--- src/sys_exec_pkg.sv ---
package sys_exec_pkg;

  // Operation codes handed over by the decode stage
  typedef enum logic [3:0] {
    OP_NOTHING    = 4'h0,
    OP_DATA_BAR   = 4'h1,
    OP_INSTR_BAR  = 4'h2,
    OP_SREG_RD    = 4'h3,
    OP_SREG_WR    = 4'h4,
    OP_SEND_EVT   = 4'h5,
    OP_SUPER_CALL = 4'h6,
    OP_WAIT_EVT   = 4'h7,
    OP_WAIT_INT   = 4'h8
  } op_t;

  // Special register selector codes
  typedef enum logic [7:0] {
    SEL_APP        = 8'h00,
    SEL_INT_APP    = 8'h01,
    SEL_EXE_APP    = 8'h02,
    SEL_COMB       = 8'h03,
    SEL_INT        = 8'h05,
    SEL_EXE        = 8'h06,
    SEL_INT_EXE    = 8'h07,
    SEL_MAIN_SP    = 8'h08,
    SEL_PROC_SP    = 8'h09,
    SEL_PRIO_MASK  = 8'h10,
    SEL_BASE_PRIO  = 8'h11,
    SEL_BASE_COND  = 8'h12,
    SEL_FAULT_MASK = 8'h13,
    SEL_CONTROL    = 8'h14
  } sel_t;

  typedef struct packed {
    op_t         op;
    logic [3:0]  cond;
    sel_t        sel;
    logic [3:0]  rd;
    logic [31:0] src;
  } issue_t;

  typedef struct packed {
    logic        wr;
    logic [3:0]  rd;
    logic [31:0] data;
  } result_t;

  // Status word bit groups
  localparam logic [31:0] APP_MASK = 32'hF800_0000;
  localparam logic [31:0] EXE_MASK = 32'h0700_FC00;
  localparam logic [31:0] EXE_RST = 32'h0100_0000;
  localparam int NZCV_LSB = 28;
  localparam int PRIO_W = 8;

  // Register bus map
  localparam int ADDR_W = 12;
  localparam logic [11:0] ADDR_CTRL = 12'h000;
  localparam logic [11:0] ADDR_STATUS = 12'h004;
  localparam logic [11:0] ADDR_MASK = 12'h008;
  localparam logic [11:0] ADDR_STATE = 12'h00C;
  localparam int CTRL_PEND_BIT = 0;
  localparam logic [31:0] CTRL_RST = 32'h0000_0000;
  localparam logic [4:0] MASK_RST = 5'h00;

  // Sticky event bits
  localparam int STAT_W = 5;
  localparam int STAT_SVC = 0;
  localparam int STAT_SEV = 1;
  localparam int STAT_WAKE = 2;
  localparam int STAT_FLUSH = 3;
  localparam int STAT_DBAR = 4;

  // State register fields
  localparam int STATE_EVT_BIT = 0;
  localparam int STATE_FSM_LSB = 1;
  localparam int STATE_PRIV_BIT = 5;

endpackage

--- src/cond_check.sv ---
`timescale 1ns/1ps
module cond_check (
  // Flags and condition field
  input wire logic [3:0] nzcv_i,
  input wire logic [3:0] cond_i,
  // Verdict
  output logic pass_o
);
  logic n;
  logic z;
  logic c;
  logic v;
  logic base;

  assign {n, z, c, v} = nzcv_i;

  always_comb begin
    unique case (cond_i[3:1])
      3'h0: base = z;
      3'h1: base = c;
      3'h2: base = n;
      3'h3: base = v;
      3'h4: base = c & ~z;
      3'h5: base = (n == v);
      3'h6: base = ~z & (n == v);
      3'h7: base = 1'b1;
    endcase
    // Codes E and F both mean always
    pass_o = (cond_i[0] && cond_i[3:1] != 3'h7) ? ~base : base;
  end
endmodule // cond_check

--- src/sync3.sv ---
`timescale 1ns/1ps
module sync3 #(
  parameter int W = 1
) (
  // Clock and reset
  input wire logic clk_i,
  input wire logic rst_ni,
  // Asynchronous in, filtered level out
  input wire logic [W-1:0] async_i,
  output logic [W-1:0] level_o
);
  genvar i;
  generate
    for (i = 0; i < W; i++) begin : g_bit
      logic s1_q;
      logic s2_q;
      logic s3_q;
      logic lvl_q;
      always_ff @(posedge clk_i or negedge rst_ni) begin
        if (!rst_ni) begin
          s1_q <= 1'b0;
          s2_q <= 1'b0;
          s3_q <= 1'b0;
          lvl_q <= 1'b0;
        end else begin
          s1_q <= async_i[i];
          s2_q <= s1_q;
          s3_q <= s2_q;
          // Change counts once two stages agree
          if (s2_q == s3_q) begin
            lvl_q <= s3_q;
          end
        end
      end
      assign level_o[i] = lvl_q;
    end
  endgenerate
endmodule // sync3

--- src/sys_exec.sv ---
`timescale 1ns/1ps
// Summary of operation
// - Data barrier stalls later instructions until earlier accesses finish.
// - Instruction barrier flushes the pipeline; later instructions refetch.
// - Barriers, reads, hints, calls and waits leave flags untouched.
// - Each instruction runs only when its condition code passes.
// - Special read returns status views, stack pointers, masks or control.
// - Reading the conditional base-priority selector returns base priority.
// - Unprivileged writes reach only application status; privileged reach all.
// - Unprivileged status writes drop unallocated and execution-state bits.
// - Nonzero conditional base-priority write lowers it or sets it from 0.
// - Special write loads condition flags from source register bits.
// - No-operation has no effect and promises no delay.
// - Send-event pulses all processors and sets the local event register.
// - Supervisor call raises its exception; immediate is ignored.
// - Wait-for-event on clear register sleeps until exception, enabled debug request, event.
// - With send-on-pending set, a newly pending exception also wakes it.
// - Wait-for-event with set register clears it and completes at once.
// - Wait-for-interrupt sleeps until exception or any debug request.
module sys_exec (
  // Clock and reset
  input wire logic CLK_I,
  input wire logic NRST_I,
  // Register bus
  input wire logic PSEL_I,
  input wire logic PENABLE_I,
  input wire logic PWRITE_I,
  input wire logic [11:0] PADDR_I,
  input wire logic [31:0] PWDATA_I,
  output logic [31:0] PRDATA_O,
  output logic PREADY_O,
  output logic PSLVERR_O,
  output logic IRQ_O,
  // Instruction issue and completion
  input wire logic ISSUE_VALID_I,
  input wire sys_exec_pkg::issue_t ISSUE_OP_I,
  output logic ISSUE_READY_O,
  output logic DONE_O,
  output sys_exec_pkg::result_t RESULT_O,
  output logic [31:0] APP_STATUS_O,
  // Core side effects
  input wire logic MEM_IDLE_I,
  input wire logic [8:0] EXC_NUM_I,
  input wire logic EXC_WAKE_I,
  input wire logic EXC_PEND_I,
  input wire logic DBG_REQ_I,
  input wire logic DBG_EN_I,
  input wire logic EVENT_I,
  output logic FLUSH_O,
  output logic SVC_REQ_O,
  output logic SEV_OUT_O,
  output logic SLEEP_O
);
  import sys_exec_pkg::*;

  typedef enum logic [3:0] {
    S_IDLE = 4'b0001,
    S_DBAR = 4'b0010,
    S_WEVT = 4'b0100,
    S_WINT = 4'b1000
  } state_t;

  state_t state_q;
  state_t state_d;
  logic rst_s1_q;
  logic rst_n_q;
  logic evt_lvl;
  logic evt_old_q;
  logic evt_rise;
  logic pass;
  logic take;
  logic exec;
  logic priv;
  logic wr;
  logic has_app;
  logic has_exe;
  logic wfe_wake;
  logic wfi_wake;
  logic leave;
  logic ev_q;
  logic done_q;
  logic flush_q;
  logic svc_q;
  logic sev_q;
  logic [31:0] app_q;
  logic [31:0] exe_q;
  logic [31:0] msp_q;
  logic [31:0] psp_q;
  logic pmask_q;
  logic fmask_q;
  logic [1:0] control_q;
  logic [PRIO_W-1:0] base_priority_q;
  logic [PRIO_W-1:0] src_prio;
  logic [31:0] interrupt_status;
  logic [31:0] rd_val;
  result_t result_q;
  logic [31:0] ctrl_q;
  logic [STAT_W-1:0] status_q;
  logic [STAT_W-1:0] mask_q;
  logic [STAT_W-1:0] stat_set;
  logic [31:0] prdata_q;
  logic [31:0] bus_mux;
  logic setup;
  logic access;
  logic hit;
  logic stat_rd;

  // Reset release through two flops
  always_ff @(posedge CLK_I or negedge NRST_I) begin
    if (!NRST_I) begin
      rst_s1_q <= 1'b0;
      rst_n_q <= 1'b0;
    end else begin
      rst_s1_q <= 1'b1;
      rst_n_q <= rst_s1_q;
    end
  end

  // Event line from another processor is asynchronous
  sync3 #(.W(1)) u_evt_sync (
    .clk_i(CLK_I),
    .rst_ni(rst_n_q),
    .async_i(EVENT_I),
    .level_o(evt_lvl)
  );

  always_ff @(posedge CLK_I or negedge rst_n_q) begin
    if (!rst_n_q) begin
      evt_old_q <= 1'b0;
    end else begin
      evt_old_q <= evt_lvl;
    end
  end
  assign evt_rise = evt_lvl & ~evt_old_q;

  cond_check u_cond (
    .nzcv_i(app_q[31:NZCV_LSB]),
    .cond_i(ISSUE_OP_I.cond),
    .pass_o(pass)
  );

  assign ISSUE_READY_O = (state_q == S_IDLE);
  assign take = ISSUE_VALID_I & ISSUE_READY_O;
  assign exec = take & pass;
  assign interrupt_status = {23'h0, EXC_NUM_I};
  assign priv = (EXC_NUM_I != 9'h0) | ~control_q[0];
  assign wr = exec & (ISSUE_OP_I.op == OP_SREG_WR);
  assign src_prio = ISSUE_OP_I.src[PRIO_W-1:0];
  assign has_app = ISSUE_OP_I.sel inside
    {SEL_APP, SEL_INT_APP, SEL_EXE_APP, SEL_COMB};
  assign has_exe = ISSUE_OP_I.sel inside
    {SEL_EXE_APP, SEL_COMB, SEL_EXE, SEL_INT_EXE};
  assign wfe_wake = EXC_WAKE_I | (DBG_REQ_I & DBG_EN_I) | evt_rise
    | (ctrl_q[CTRL_PEND_BIT] & EXC_PEND_I);
  assign wfi_wake = EXC_WAKE_I | DBG_REQ_I;

  // Special register read view
  always_comb begin
    unique case (ISSUE_OP_I.sel)
      SEL_APP: rd_val = app_q;
      SEL_INT_APP: rd_val = app_q | interrupt_status;
      SEL_EXE_APP: rd_val = app_q | exe_q;
      SEL_COMB: rd_val = app_q | exe_q | interrupt_status;
      SEL_INT: rd_val = interrupt_status;
      SEL_EXE: rd_val = exe_q;
      SEL_INT_EXE: rd_val = exe_q | interrupt_status;
      SEL_MAIN_SP: rd_val = msp_q;
      SEL_PROC_SP: rd_val = psp_q;
      SEL_PRIO_MASK: rd_val = {31'h0, pmask_q};
      SEL_BASE_PRIO,
      SEL_BASE_COND: rd_val = {24'h0, base_priority_q};
      SEL_FAULT_MASK: rd_val = {31'h0, fmask_q};
      SEL_CONTROL: rd_val = {30'h0, control_q};
      default: rd_val = 32'h0000_0000;
    endcase
  end

  // Sequencer for stalls and sleeps
  always_comb begin
    state_d = state_q;
    leave = 1'b0;
    unique case (state_q)
      S_IDLE: begin
        if (exec && ISSUE_OP_I.op == OP_DATA_BAR) begin
          state_d = S_DBAR;
        end else if (exec && ISSUE_OP_I.op == OP_WAIT_EVT && !ev_q) begin
          state_d = S_WEVT;
        end else if (exec && ISSUE_OP_I.op == OP_WAIT_INT) begin
          state_d = S_WINT;
        end
      end
      S_DBAR: begin
        if (MEM_IDLE_I) begin
          state_d = S_IDLE;
          leave = 1'b1;
        end
      end
      S_WEVT: begin
        if (wfe_wake) begin
          state_d = S_IDLE;
          leave = 1'b1;
        end
      end
      S_WINT: begin
        if (wfi_wake) begin
          state_d = S_IDLE;
          leave = 1'b1;
        end
      end
    endcase
  end

  always_ff @(posedge CLK_I or negedge rst_n_q) begin
    if (!rst_n_q) begin
      state_q <= S_IDLE;
    end else begin
      state_q <= state_d;
    end
  end
  assign SLEEP_O = (state_q == S_WEVT) | (state_q == S_WINT);

  // Completion, including failed conditions and no-operation
  always_ff @(posedge CLK_I or negedge rst_n_q) begin
    if (!rst_n_q) begin
      done_q <= 1'b0;
      flush_q <= 1'b0;
      svc_q <= 1'b0;
      sev_q <= 1'b0;
    end else begin
      // Wakeup resumes past the wait, the core takes any exception
      done_q <= leave | (take & (state_d == S_IDLE));
      flush_q <= exec & (ISSUE_OP_I.op == OP_INSTR_BAR);
      svc_q <= exec & (ISSUE_OP_I.op == OP_SUPER_CALL);
      sev_q <= exec & (ISSUE_OP_I.op == OP_SEND_EVT);
    end
  end

  always_ff @(posedge CLK_I or negedge rst_n_q) begin
    if (!rst_n_q) begin
      result_q <= '0;
    end else if (take) begin
      result_q.wr <= exec & (ISSUE_OP_I.op == OP_SREG_RD);
      result_q.rd <= ISSUE_OP_I.rd;
      result_q.data <= rd_val;
    end else begin
      result_q.wr <= 1'b0;
    end
  end

  // Local event register; a new event beats the clear
  always_ff @(posedge CLK_I or negedge rst_n_q) begin
    if (!rst_n_q) begin
      ev_q <= 1'b0;
    end else if ((exec && ISSUE_OP_I.op == OP_SEND_EVT)
                 || (evt_rise && state_q != S_WEVT)) begin
      ev_q <= 1'b1;
    end else if (exec && ISSUE_OP_I.op == OP_WAIT_EVT) begin
      ev_q <= 1'b0;
    end
  end

  // Flags change only through a special write
  always_ff @(posedge CLK_I or negedge rst_n_q) begin
    if (!rst_n_q) begin
      app_q <= 32'h0000_0000;
    end else if (wr && has_app) begin
      app_q <= ISSUE_OP_I.src & APP_MASK;
    end
  end

  always_ff @(posedge CLK_I or negedge rst_n_q) begin
    if (!rst_n_q) begin
      exe_q <= EXE_RST;
    end else if (wr && has_exe && priv) begin
      exe_q <= ISSUE_OP_I.src & EXE_MASK;
    end
  end

  // Privileged-only registers
  always_ff @(posedge CLK_I or negedge rst_n_q) begin
    if (!rst_n_q) begin
      msp_q <= 32'h0000_0000;
      psp_q <= 32'h0000_0000;
      pmask_q <= 1'b0;
      fmask_q <= 1'b0;
      control_q <= 2'h0;
    end else if (wr && priv) begin
      if (ISSUE_OP_I.sel == SEL_MAIN_SP) begin
        msp_q <= {ISSUE_OP_I.src[31:2], 2'b00};
      end
      if (ISSUE_OP_I.sel == SEL_PROC_SP) begin
        psp_q <= {ISSUE_OP_I.src[31:2], 2'b00};
      end
      if (ISSUE_OP_I.sel == SEL_PRIO_MASK) begin
        pmask_q <= ISSUE_OP_I.src[0];
      end
      if (ISSUE_OP_I.sel == SEL_FAULT_MASK) begin
        fmask_q <= ISSUE_OP_I.src[0];
      end
      if (ISSUE_OP_I.sel == SEL_CONTROL) begin
        control_q <= ISSUE_OP_I.src[1:0];
      end
    end
  end

  always_ff @(posedge CLK_I or negedge rst_n_q) begin
    if (!rst_n_q) begin
      base_priority_q <= '0;
    end else if (wr && priv) begin
      if (ISSUE_OP_I.sel == SEL_BASE_PRIO) begin
        base_priority_q <= src_prio;
      end else if (ISSUE_OP_I.sel == SEL_BASE_COND && src_prio != '0
                   && (base_priority_q == '0 || src_prio < base_priority_q)) begin
        base_priority_q <= src_prio;
      end
    end
  end

  // Register bus; always ready, read data captured in setup
  assign setup = PSEL_I & ~PENABLE_I;
  assign access = PSEL_I & PENABLE_I;
  assign hit = PADDR_I inside {ADDR_CTRL, ADDR_STATUS, ADDR_MASK, ADDR_STATE};
  assign PREADY_O = 1'b1;
  assign PSLVERR_O = access & ~hit;
  assign stat_rd = access & ~PWRITE_I & (PADDR_I == ADDR_STATUS);

  always_comb begin
    bus_mux = 32'h0000_0000;
    unique case (PADDR_I)
      ADDR_CTRL: bus_mux = ctrl_q;
      ADDR_STATUS: bus_mux[STAT_W-1:0] = status_q;
      ADDR_MASK: bus_mux[STAT_W-1:0] = mask_q;
      ADDR_STATE: begin
        bus_mux = app_q;
        bus_mux[STATE_EVT_BIT] = ev_q;
        bus_mux[STATE_FSM_LSB +: 4] = state_q;
        bus_mux[STATE_PRIV_BIT] = priv;
      end
      default: bus_mux = 32'h0000_0000;
    endcase
  end

  always_ff @(posedge CLK_I or negedge rst_n_q) begin
    if (!rst_n_q) begin
      prdata_q <= 32'h0000_0000;
    end else if (setup && !PWRITE_I) begin
      prdata_q <= bus_mux;
    end
  end
  assign PRDATA_O = prdata_q;

  always_ff @(posedge CLK_I or negedge rst_n_q) begin
    if (!rst_n_q) begin
      ctrl_q <= CTRL_RST;
      mask_q <= MASK_RST;
    end else if (access && PWRITE_I) begin
      if (PADDR_I == ADDR_CTRL) begin
        ctrl_q <= {31'h0, PWDATA_I[CTRL_PEND_BIT]};
      end
      if (PADDR_I == ADDR_MASK) begin
        mask_q <= PWDATA_I[STAT_W-1:0];
      end
    end
  end

  // Only bits seen by the read are cleared, so nothing is lost
  assign stat_set = {leave & (state_q == S_DBAR), flush_q,
                     leave & SLEEP_O, sev_q, svc_q};
  always_ff @(posedge CLK_I or negedge rst_n_q) begin
    if (!rst_n_q) begin
      status_q <= '0;
    end else begin
      status_q <= (status_q & ~(stat_rd ? prdata_q[STAT_W-1:0] : '0))
                  | stat_set;
    end
  end
  assign IRQ_O = |(status_q & mask_q);

  assign DONE_O = done_q;
  assign RESULT_O = result_q;
  assign APP_STATUS_O = app_q;
  assign FLUSH_O = flush_q;
  assign SVC_REQ_O = svc_q;
  assign SEV_OUT_O = sev_q;
endmodule // sys_exec

--- config.mk ---
export PLATFORM = sky130hd
export DESIGN_NAME = sys_exec
export DESIGN_NICKNAME = d
export VERILOG_FILES = /design/src/sys_exec_pkg.sv /design/src/cond_check.sv /design/src/sync3.sv /design/src/sys_exec.sv
export SDC_FILE = /design/constraint.sdc
export NUM_CORES = 1
export LEC_CHECK = 0
export BUFFER_PORTS_ARGS = -buffer_cell sky130_fd_sc_hd__clkbuf_2
export CAP_MARGIN = 25
export CORE_ASPECT_RATIO = 0.8
export CORE_MARGIN = 10
export CORE_UTILIZATION = 45
export CTS_CLUSTER_DIAMETER = 30
export CTS_CLUSTER_SIZE = 16
export DETAILED_ROUTE_END_ITERATION = 8
export HOLD_SLACK_MARGIN = 0.06
export PLACE_DENSITY = 0.7
export REMOVE_ABC_BUFFERS = 1
export SETUP_SLACK_MARGIN = 0.05
export SLEW_MARGIN = 20
export SYNTH_ARGS = -nofsm -noshare
export SYNTH_HDL_FRONTEND = slang
export SYNTH_SLANG_ARGS = --single-unit
--- constraint.sdc ---
create_clock -name CLK_I -period 6.8 [get_ports CLK_I]
set_input_delay 1.02 -clock CLK_I [delete_from_list [all_inputs] [get_ports CLK_I]]
set_output_delay 1.02 -clock CLK_I [all_outputs]
set_load 0.03 [all_outputs]
==> results.tsv, run 1 <==
stage	metric	value	unit
pwr	p_sw_share	24.86	%
clock_tree	cts.root.buffer_cell	sky130_fd_sc_hd__clkbuf_16	
sta	timing_worst_slew_pin_value	955.3	ps
finish	antennaDiodeCount	0	
sta	report.final.setup_viol	0	
clock_tree	cts.hold.buffers_added	0	
critical_path	worst-path-max-fanout	30	
drt	dr_total_vias	5535	
synthesis	leading_cell_type_by_number_of_instances_after_synthesis	sky130_fd_sc_hd__dfrtp_1	
drt	dr.pass1.iters	8	
sta	hold_viol	0	
global_routing	grt_max_degree	72	
pwr	power.share.sequential	47.9	%
drt	via_per_instance_ratio	5.343	
clock_tree	cts_setup_buffers	0	
die	fp.dieArea	22500	µm²
drt	drtIter0Drc	446	
critical_path	end_kind	flip-flop	
synthesis	synth_commonest_cells	159 x sky130_fd_sc_hd__dfrtp_1, 84 x sky130_fd_sc_hd__mux2_2, 57 x sky130_fd_sc_hd__nand2_1	
critical_path	worst-r2r-cell-count	6	
job	max-cap-violations	0	
placed_design	place.gp.congestion	0.8384	
run_status	status	complete, no violations	
finish	nFillCells	1452	
synthesis	synth_cells	658	
clock_tree	numClockSinks	161	
synthesis	dominantRegCellSynth	sky130_fd_sc_hd__dfrtp_1	
pwr	total_switching_power	0.5003	mW
die	die_w	165.2	µm
synthesis	synth.top_cells.by_area	sky130_fd_sc_hd__dfrtp_1 52%, sky130_fd_sc_hd__mux2_2 12%, sky130_fd_sc_hd__buf_4 4.8%, sky130_fd_sc_hd__nand2_1 2.8%, sky130_fd_sc_hd__a222oi_1 2.2%	
placed_design	dp_cells	1003	
synthesis	synth_top_cell_area_share	52.41	%
finish	final-instance-count-excl-fill	1036	
synthesis	synth-async-reset-ratio	100.0	%
critical_path	cp-start-kind	input port	
global_routing	grt.total_usage	16.56	%
pwr	p_leak	4.537	nW
sta	max_clock_freq	301.4	MHz
critical_path	worstReg2RegEnd	msp_q[29]	
sta	tns	0	ps
die	start_util	45.87	%
sta	post_layout_min_period	3318	ps
global_routing	first_global_vias	5503	
global_routing	grt-ovfl-total	0	
drt	route.antenna.remaining_nets	0	
drt	post_drt_wl_per_cell	18.37	µm
placed_design	detailedPlacementHpwl	13650	µm
synthesis	ys_ff_latch	161	
clock_tree	insertion_delay	430	ps
finish	final_layout_size_suffix_gt1_share	36.27	%
synthesis	synth-seq-area-share	53.10	%
drt	detail_route.drc_violations	0	
hold_path	worst_hold_path_type	flip-flop to async pin	
pwr	power.internal	1.512	mW
synthesis	post_synth_num_cell_types	54	
clock_tree	clock_path_buffers	2	
critical_path	worst_endpoint_data_arrival_time	3610	ps
global_routing	first_pass_grt_wire_length	29440	µm
sta	fin_worst_skew	13.60	ps
clock_tree	cts_htree_levels	4	
die	dieHeight	136.2	µm
sta	final-max-slew-violation-count	0	
die	floorplan.rows	42	
finish	layout.nets	927	
synthesis	post_synthesis_area_per_instance	11.54	µm²
sta	slew_headroom	36.09	%
finish	area_growth	17.75	%
pwr	power_frac_comb	6.3	%
clock_tree	clock_transition_at_the_register_clock_pins_on_the_worst_setup_and_hold_paths_after_cts	60	ps
critical_path	critical_path_required	7100	ps
synthesis	yosysTopAreaCell	sky130_fd_sc_hd__dfrtp_1	
synthesis	yosysWarnings	0	
critical_path	rr_startpoint	state_q[0]	
sta	fin_crit_sh	48.79	%
die	floorplan.io_pins	227	
die	core-area	16550	µm²
finish	post_route_utilization	54.01	%
drt	drt_wl_total	19030	µm
pwr	power.density	225.1	nW/µm²
sta	rsz0062_at_grt	false	
placed_design	port_buffers	150	
pwr	ir_drop	157.0	µV
global_routing	antenna_violations_before_repair	1	
pwr	clock_power_share	45.8	%
synthesis	synthesis.area	7592	µm²
critical_path	timing.setup.critical_path_class	input port to flip-flop	
clock_tree	cts_made_buffers	17	
clock_tree	cts_tree	done	
clock_tree	postCtsResizedCells	0	
critical_path	r2r_slack	3610	ps
synthesis	synth-edff-count	0	
worst max-delay path, cell delays in order:
cell,delay [ps]
sky130_fd_sc_hd__clkbuf_2,140
sky130_fd_sc_hd__or4b_1,530
sky130_fd_sc_hd__o211ai_2,90
sky130_fd_sc_hd__a31oi_2,80
sky130_fd_sc_hd__mux2i_1,230
sky130_fd_sc_hd__buf_4,220
sky130_fd_sc_hd__nand3_2,700
sky130_fd_sc_hd__mux2_2,570
logic make-up (layout without fill, tap and decap cells):
family	after synthesis	count (layout)	share of synthesized area (%)
simple gates	176	176	11.67
other cells	2	50	0.09892
fa+ha+maj	8	8	1.285
compound gates	112	112	10.70
mux	102	102	15.59
xor+xnor	2	2	0.2308
buf+inv	95	205	7.333
flops	161	161	53.10
routing by layer:
| metal | track usage [%] | share of wire, % |
|---|---|---|
| met1 | 22.21 | 45 |
| met2 | 25.32 | 44 |
| met3 | 4.745 | 10 |
| met4 | 5.255 | 1.2 |
| met5 | 0 | 0.068 |
flip-flops by register name, summed over array words and instances (netlist names), 2 cells and up:
signal           count
RESULT_O            37
state_q              4
mask_q               5
APP_STATUS_O         5
status_q             5
PRDATA_O            11
exe_q                9
msp_q               30
control_q            2
base_priority_q      8
psp_q               30
worst max-delay path by stage:
stage | cells after the start | end | slack (ps) | from
global placement | 6 | msp_q[26] | 3010 | ISSUE_OP_I[38]
global route | 6 | msp_q[11] | 3230 | ISSUE_OP_I[38]
floorplan | 0 | APP_STATUS_O[27] | 1990 | rst_n_q
detailed placement | 6 | msp_q[11] | 2990 | ISSUE_OP_I[38]
finish | 8 | msp_q[29] | 3480 | ISSUE_OP_I[46]
CTS | 6 | msp_q[11] | 3430 | ISSUE_OP_I[38]
area by class of cell:
class	count	area, µm²	area share [%]
inverter	14	52.55	0.5878
tap	220	275.3	3.079
timing repair buffer	159	815.8	9.125
clock buffer	18	439.2	4.913
multi-input combinational	450	3192	35.70
sequential	161	4035	45.14
clock inverter	14	130.1	1.456
through the flow:
step	area (µm²)	power [mW]	hold slack [ps]	worst slack, ps
final	8940	2.012	234.3	3482
after global routing	8940	2.090	265.9	3232
after CTS	8935	2.032	240.6	3433
after detailed placement	8366	1.108	231.9	2986
after global placement	8366	1.107	239.5	3010
after floorplan	7268	1.054	331.2	1985
cell usage in the layout (no fill, tap or decap), drive strengths merged, types with 4 or more instances in the layout:
cell,instances
a21oi,13
nor4b,4
a221oi,10
nand2b,5
a31oi,10
nor2b,8
a22oi,13
o21ai,24
buf,8
nand3,10
mux2,93
clkbuf,169
inv,18
dfrtp,159
clkinv,5
a222oi,17
nand2,57
conb,50
nor4,15
nor3,10
nor2,45
and4b,4
mux2i,8
a211oi,4
a21o,4
clkinvlp,4
a22o,5
o31ai,5
ha,7
power by group through the flow:
stage	Combinational (mW)	Clock, mW	Sequential, mW
after floorplan	0.0609	0	0.993
after global placement	0.125	0	0.982
after detailed placement	0.125	0	0.982
after CTS	0.126	0.942	0.964
after global routing	0.140	0.985	0.965
final	0.126	0.921	0.964
(Power assumes the default switching activity.)
==> inputs of run 2 (changes only) <==
clock period = 3.1 ns   (was 6.8 ns; I/O delays follow)
==> run 2 against run 1 <==
- non-clock buffer count is 8 higher
- first-iteration DRC count increased by 4.9%
- critical path depth down 1
- clock-buffer cell count rose by 1
- utilization rose by 0.73 points
- via count rose by 1.3%
- sequential cell count unchanged
- clock skew hardly changed
- cell count rose by 0.68%
- combinational power up 130%
- sequential share of layout area shrank 0.60 points
- power rose by 130%
- largest cell class unchanged
- largest power group is now clock
- highest routed layer is now met4
==> results.tsv, run 2 (same netlist as run 1, synthesis figures left out) <==
stage	metric	value	unit
sta	hold_viol	0	
pwr	p_leak	4.602	nW
placed_design	detailedPlacementHpwl	13760	µm
die	floorplan.io_pins	227	
critical_path	r2r_slack	340	ps
clock_tree	cts_tree	done	
finish	largest_register_ff_count	37	
global_routing	grt_max_degree	160	
finish	final-instance-count-excl-fill	1043	
finish	layout.cell_area.non_filler	9060	µm²
job	max-cap-violations	0	
clock_tree	cts_htree_levels	4	
die	die_w	165.2	µm
die	floorplan.rows	42	
critical_path	worst_endpoint_data_arrival_time	3060	ps
placed_design	port_buffers	150	
die	core-area	16550	µm²
critical_path	rr_startpoint	state_q[0]	
hold_path	holdPathStages	1	
critical_path	worst-path-max-fanout	30	
clock_tree	clock_path_buffers	2	
finish	layout.nets	935	
sta	final-max-slew-violation-count	0	
global_routing	first_global_vias	5710	
die	dieHeight	136.2	µm
clock_tree	cts_made_buffers	17	
drt	via_per_instance_ratio	5.376	
drt	dr.pass1.iters	5	
clock_tree	clock_transition_at_the_register_clock_pins_on_the_worst_setup_and_hold_paths_after_cts	60	ps
finish	area_growth	19.33	%
global_routing	grt-ovfl-total	0	
critical_path	critical_path_required	3400	ps
critical_path	worst-r2r-cell-count	7	
drt	post_drt_wl_per_cell	18.67	µm
clock_tree	numClockSinks	161	
critical_path	worstReg2RegEnd	psp_q[3]	
sta	fin_worst_skew	13.24	ps
critical_path	cp-start-kind	flip-flop	
placed_design	place.gp.congestion	0.8717	
global_routing	grt.total_usage	16.92	%
global_routing	first_pass_grt_wire_length	30320	µm
sta	timing_worst_slew_pin_value	828.8	ps
global_routing	antenna_violations_before_repair	0	
sta	post-route-worst-setup-slack	336.5	ps
clock_tree	insertion_delay	420	ps
clock_tree	cts_setup_buffers	0	
finish	post_route_utilization	54.73	%
hold_path	min_from	EVENT_I	
finish	layout_commonest_cell	sky130_fd_sc_hd__dfrtp_1	
sta	timing.hold.ws	154.8	ps
drt	detail_route.drc_violations	0	
finish	final_layout_size_suffix_gt1_share	36.57	%
clock_tree	cts.root.buffer_cell	sky130_fd_sc_hd__clkbuf_16	
finish	highest_count_cells_in_the_layout_ignoring_fill_and_taps	158 x sky130_fd_sc_hd__dfrtp_1, 150 x sky130_fd_sc_hd__clkbuf_2, 84 x sky130_fd_sc_hd__mux2_2, 56 x sky130_fd_sc_hd__nand2_1, 50 x sky130_fd_sc_hd__conb_1	
critical_path	timing.setup.critical_path_class	flip-flop to flip-flop	
sta	rsz0062_at_grt	false	
hold_path	hold_path_end	u_evt_sync.g_bit[0].s1_q	
die	start_util	45.87	%
drt	dr_total_vias	5607	
pwr	totalPowerFinal	4.547	mW
clock_tree	postCtsResizedCells	0	
die	fp.dieArea	22500	µm²
sta	report.final.setup_viol	0	
placed_design	dp_cells	1011	
pwr	ir_drop	306.4	µV
drt	drt_wl_total	19470	µm
hold_path	worst_hold_path_type	input port to flip-flop	
sta	max_clock_freq	361.9	MHz
run_status	status	complete, no violations	
placed_design	post_dp_cell_area	8451	µm²
pwr	power.density	501.9	nW/µm²
drt	route.antenna.remaining_nets	0	
placed_design	post-place-ws	274.3	ps
sta	slew_headroom	44.75	%
critical_path	end_kind	flip-flop	
sta	post_layout_min_period	2764	ps
clock_tree	cts.hold.buffers_added	1	
sta	tns	0	ps
drt	drtIter0Drc	468	
sta	fin_crit_sh	89.15	%
finish	antennaDiodeCount	0	
==> run 2: changes by cell type in the layout (fill, tap and decap cells not counted) <==
cell / before / now
sky130_fd_sc_hd__clkbuf_1: 0 / 1
sky130_fd_sc_hd__dlygate4sd3_1: 0 / 1
sky130_fd_sc_hd__clkinv_4: 2 / 0
sky130_fd_sc_hd__buf_12: 0 / 2
sky130_fd_sc_hd__buf_4: 8 / 14
sky130_fd_sc_hd__clkbuf_2: 151 / 150
sky130_fd_sc_hd__inv_6: 3 / 2
sky130_fd_sc_hd__bufinv_16: 1 / 3
sky130_fd_sc_hd__clkinvlp_4: 4 / 3
==> run 2: cell type report <==
class,count,area (µm²)
multi-input combinational,450,3192
clock inverter,12,156.4
timing repair buffer,167,905.9
tap,220,275.3
sequential,161,4035
inverter,14,52.55
clock buffer,19,442.9
fill,1421,7493
==> run 2: critical path: stages (launching register included) <==
cell	delay [ps]
sky130_fd_sc_hd__dfstp_2	630
sky130_fd_sc_hd__nor4b_2	390
sky130_fd_sc_hd__and2_1	240
sky130_fd_sc_hd__nand2_1	190
sky130_fd_sc_hd__nor2_1	330
sky130_fd_sc_hd__and3_1	250
sky130_fd_sc_hd__buf_12	240
sky130_fd_sc_hd__mux2_2	370
==> run 2: worst max path at each step <==
stage	start	to	slack (ps)	cells past startpoint
global placement	ISSUE_OP_I[47]	base_priority_q[2]	280	7
finish	state_q[0]	psp_q[3]	340	7
detailed placement	ISSUE_OP_I[47]	base_priority_q[5]	270	7
CTS	state_q[0]	psp_q[19]	340	7
floorplan	rst_n_q	APP_STATUS_O[27]	-1710	0
global route	state_q[0]	psp_q[19]	170	7
==> run 2: where the power goes <==
group / leakage [nW] / internal, mW / switching (mW)
Combinational: 2.09 / 0.0753 / 0.210
Clock: 0.288 / 1.29 / 0.861
Sequential: 2.22 / 2.11 / 0.00265
Total: 4.60 / 3.47 / 1.07
==> run 2: metal layers <==
layer  routed length (µm)  up-vias  GRT usage [%]
met1                 8606     2785          22.85
met3                 1902       14          5.138
met4                  146        0          3.635
met5                    0        -              0
li1                     -     2609              -
met2                 8814      199          26.26
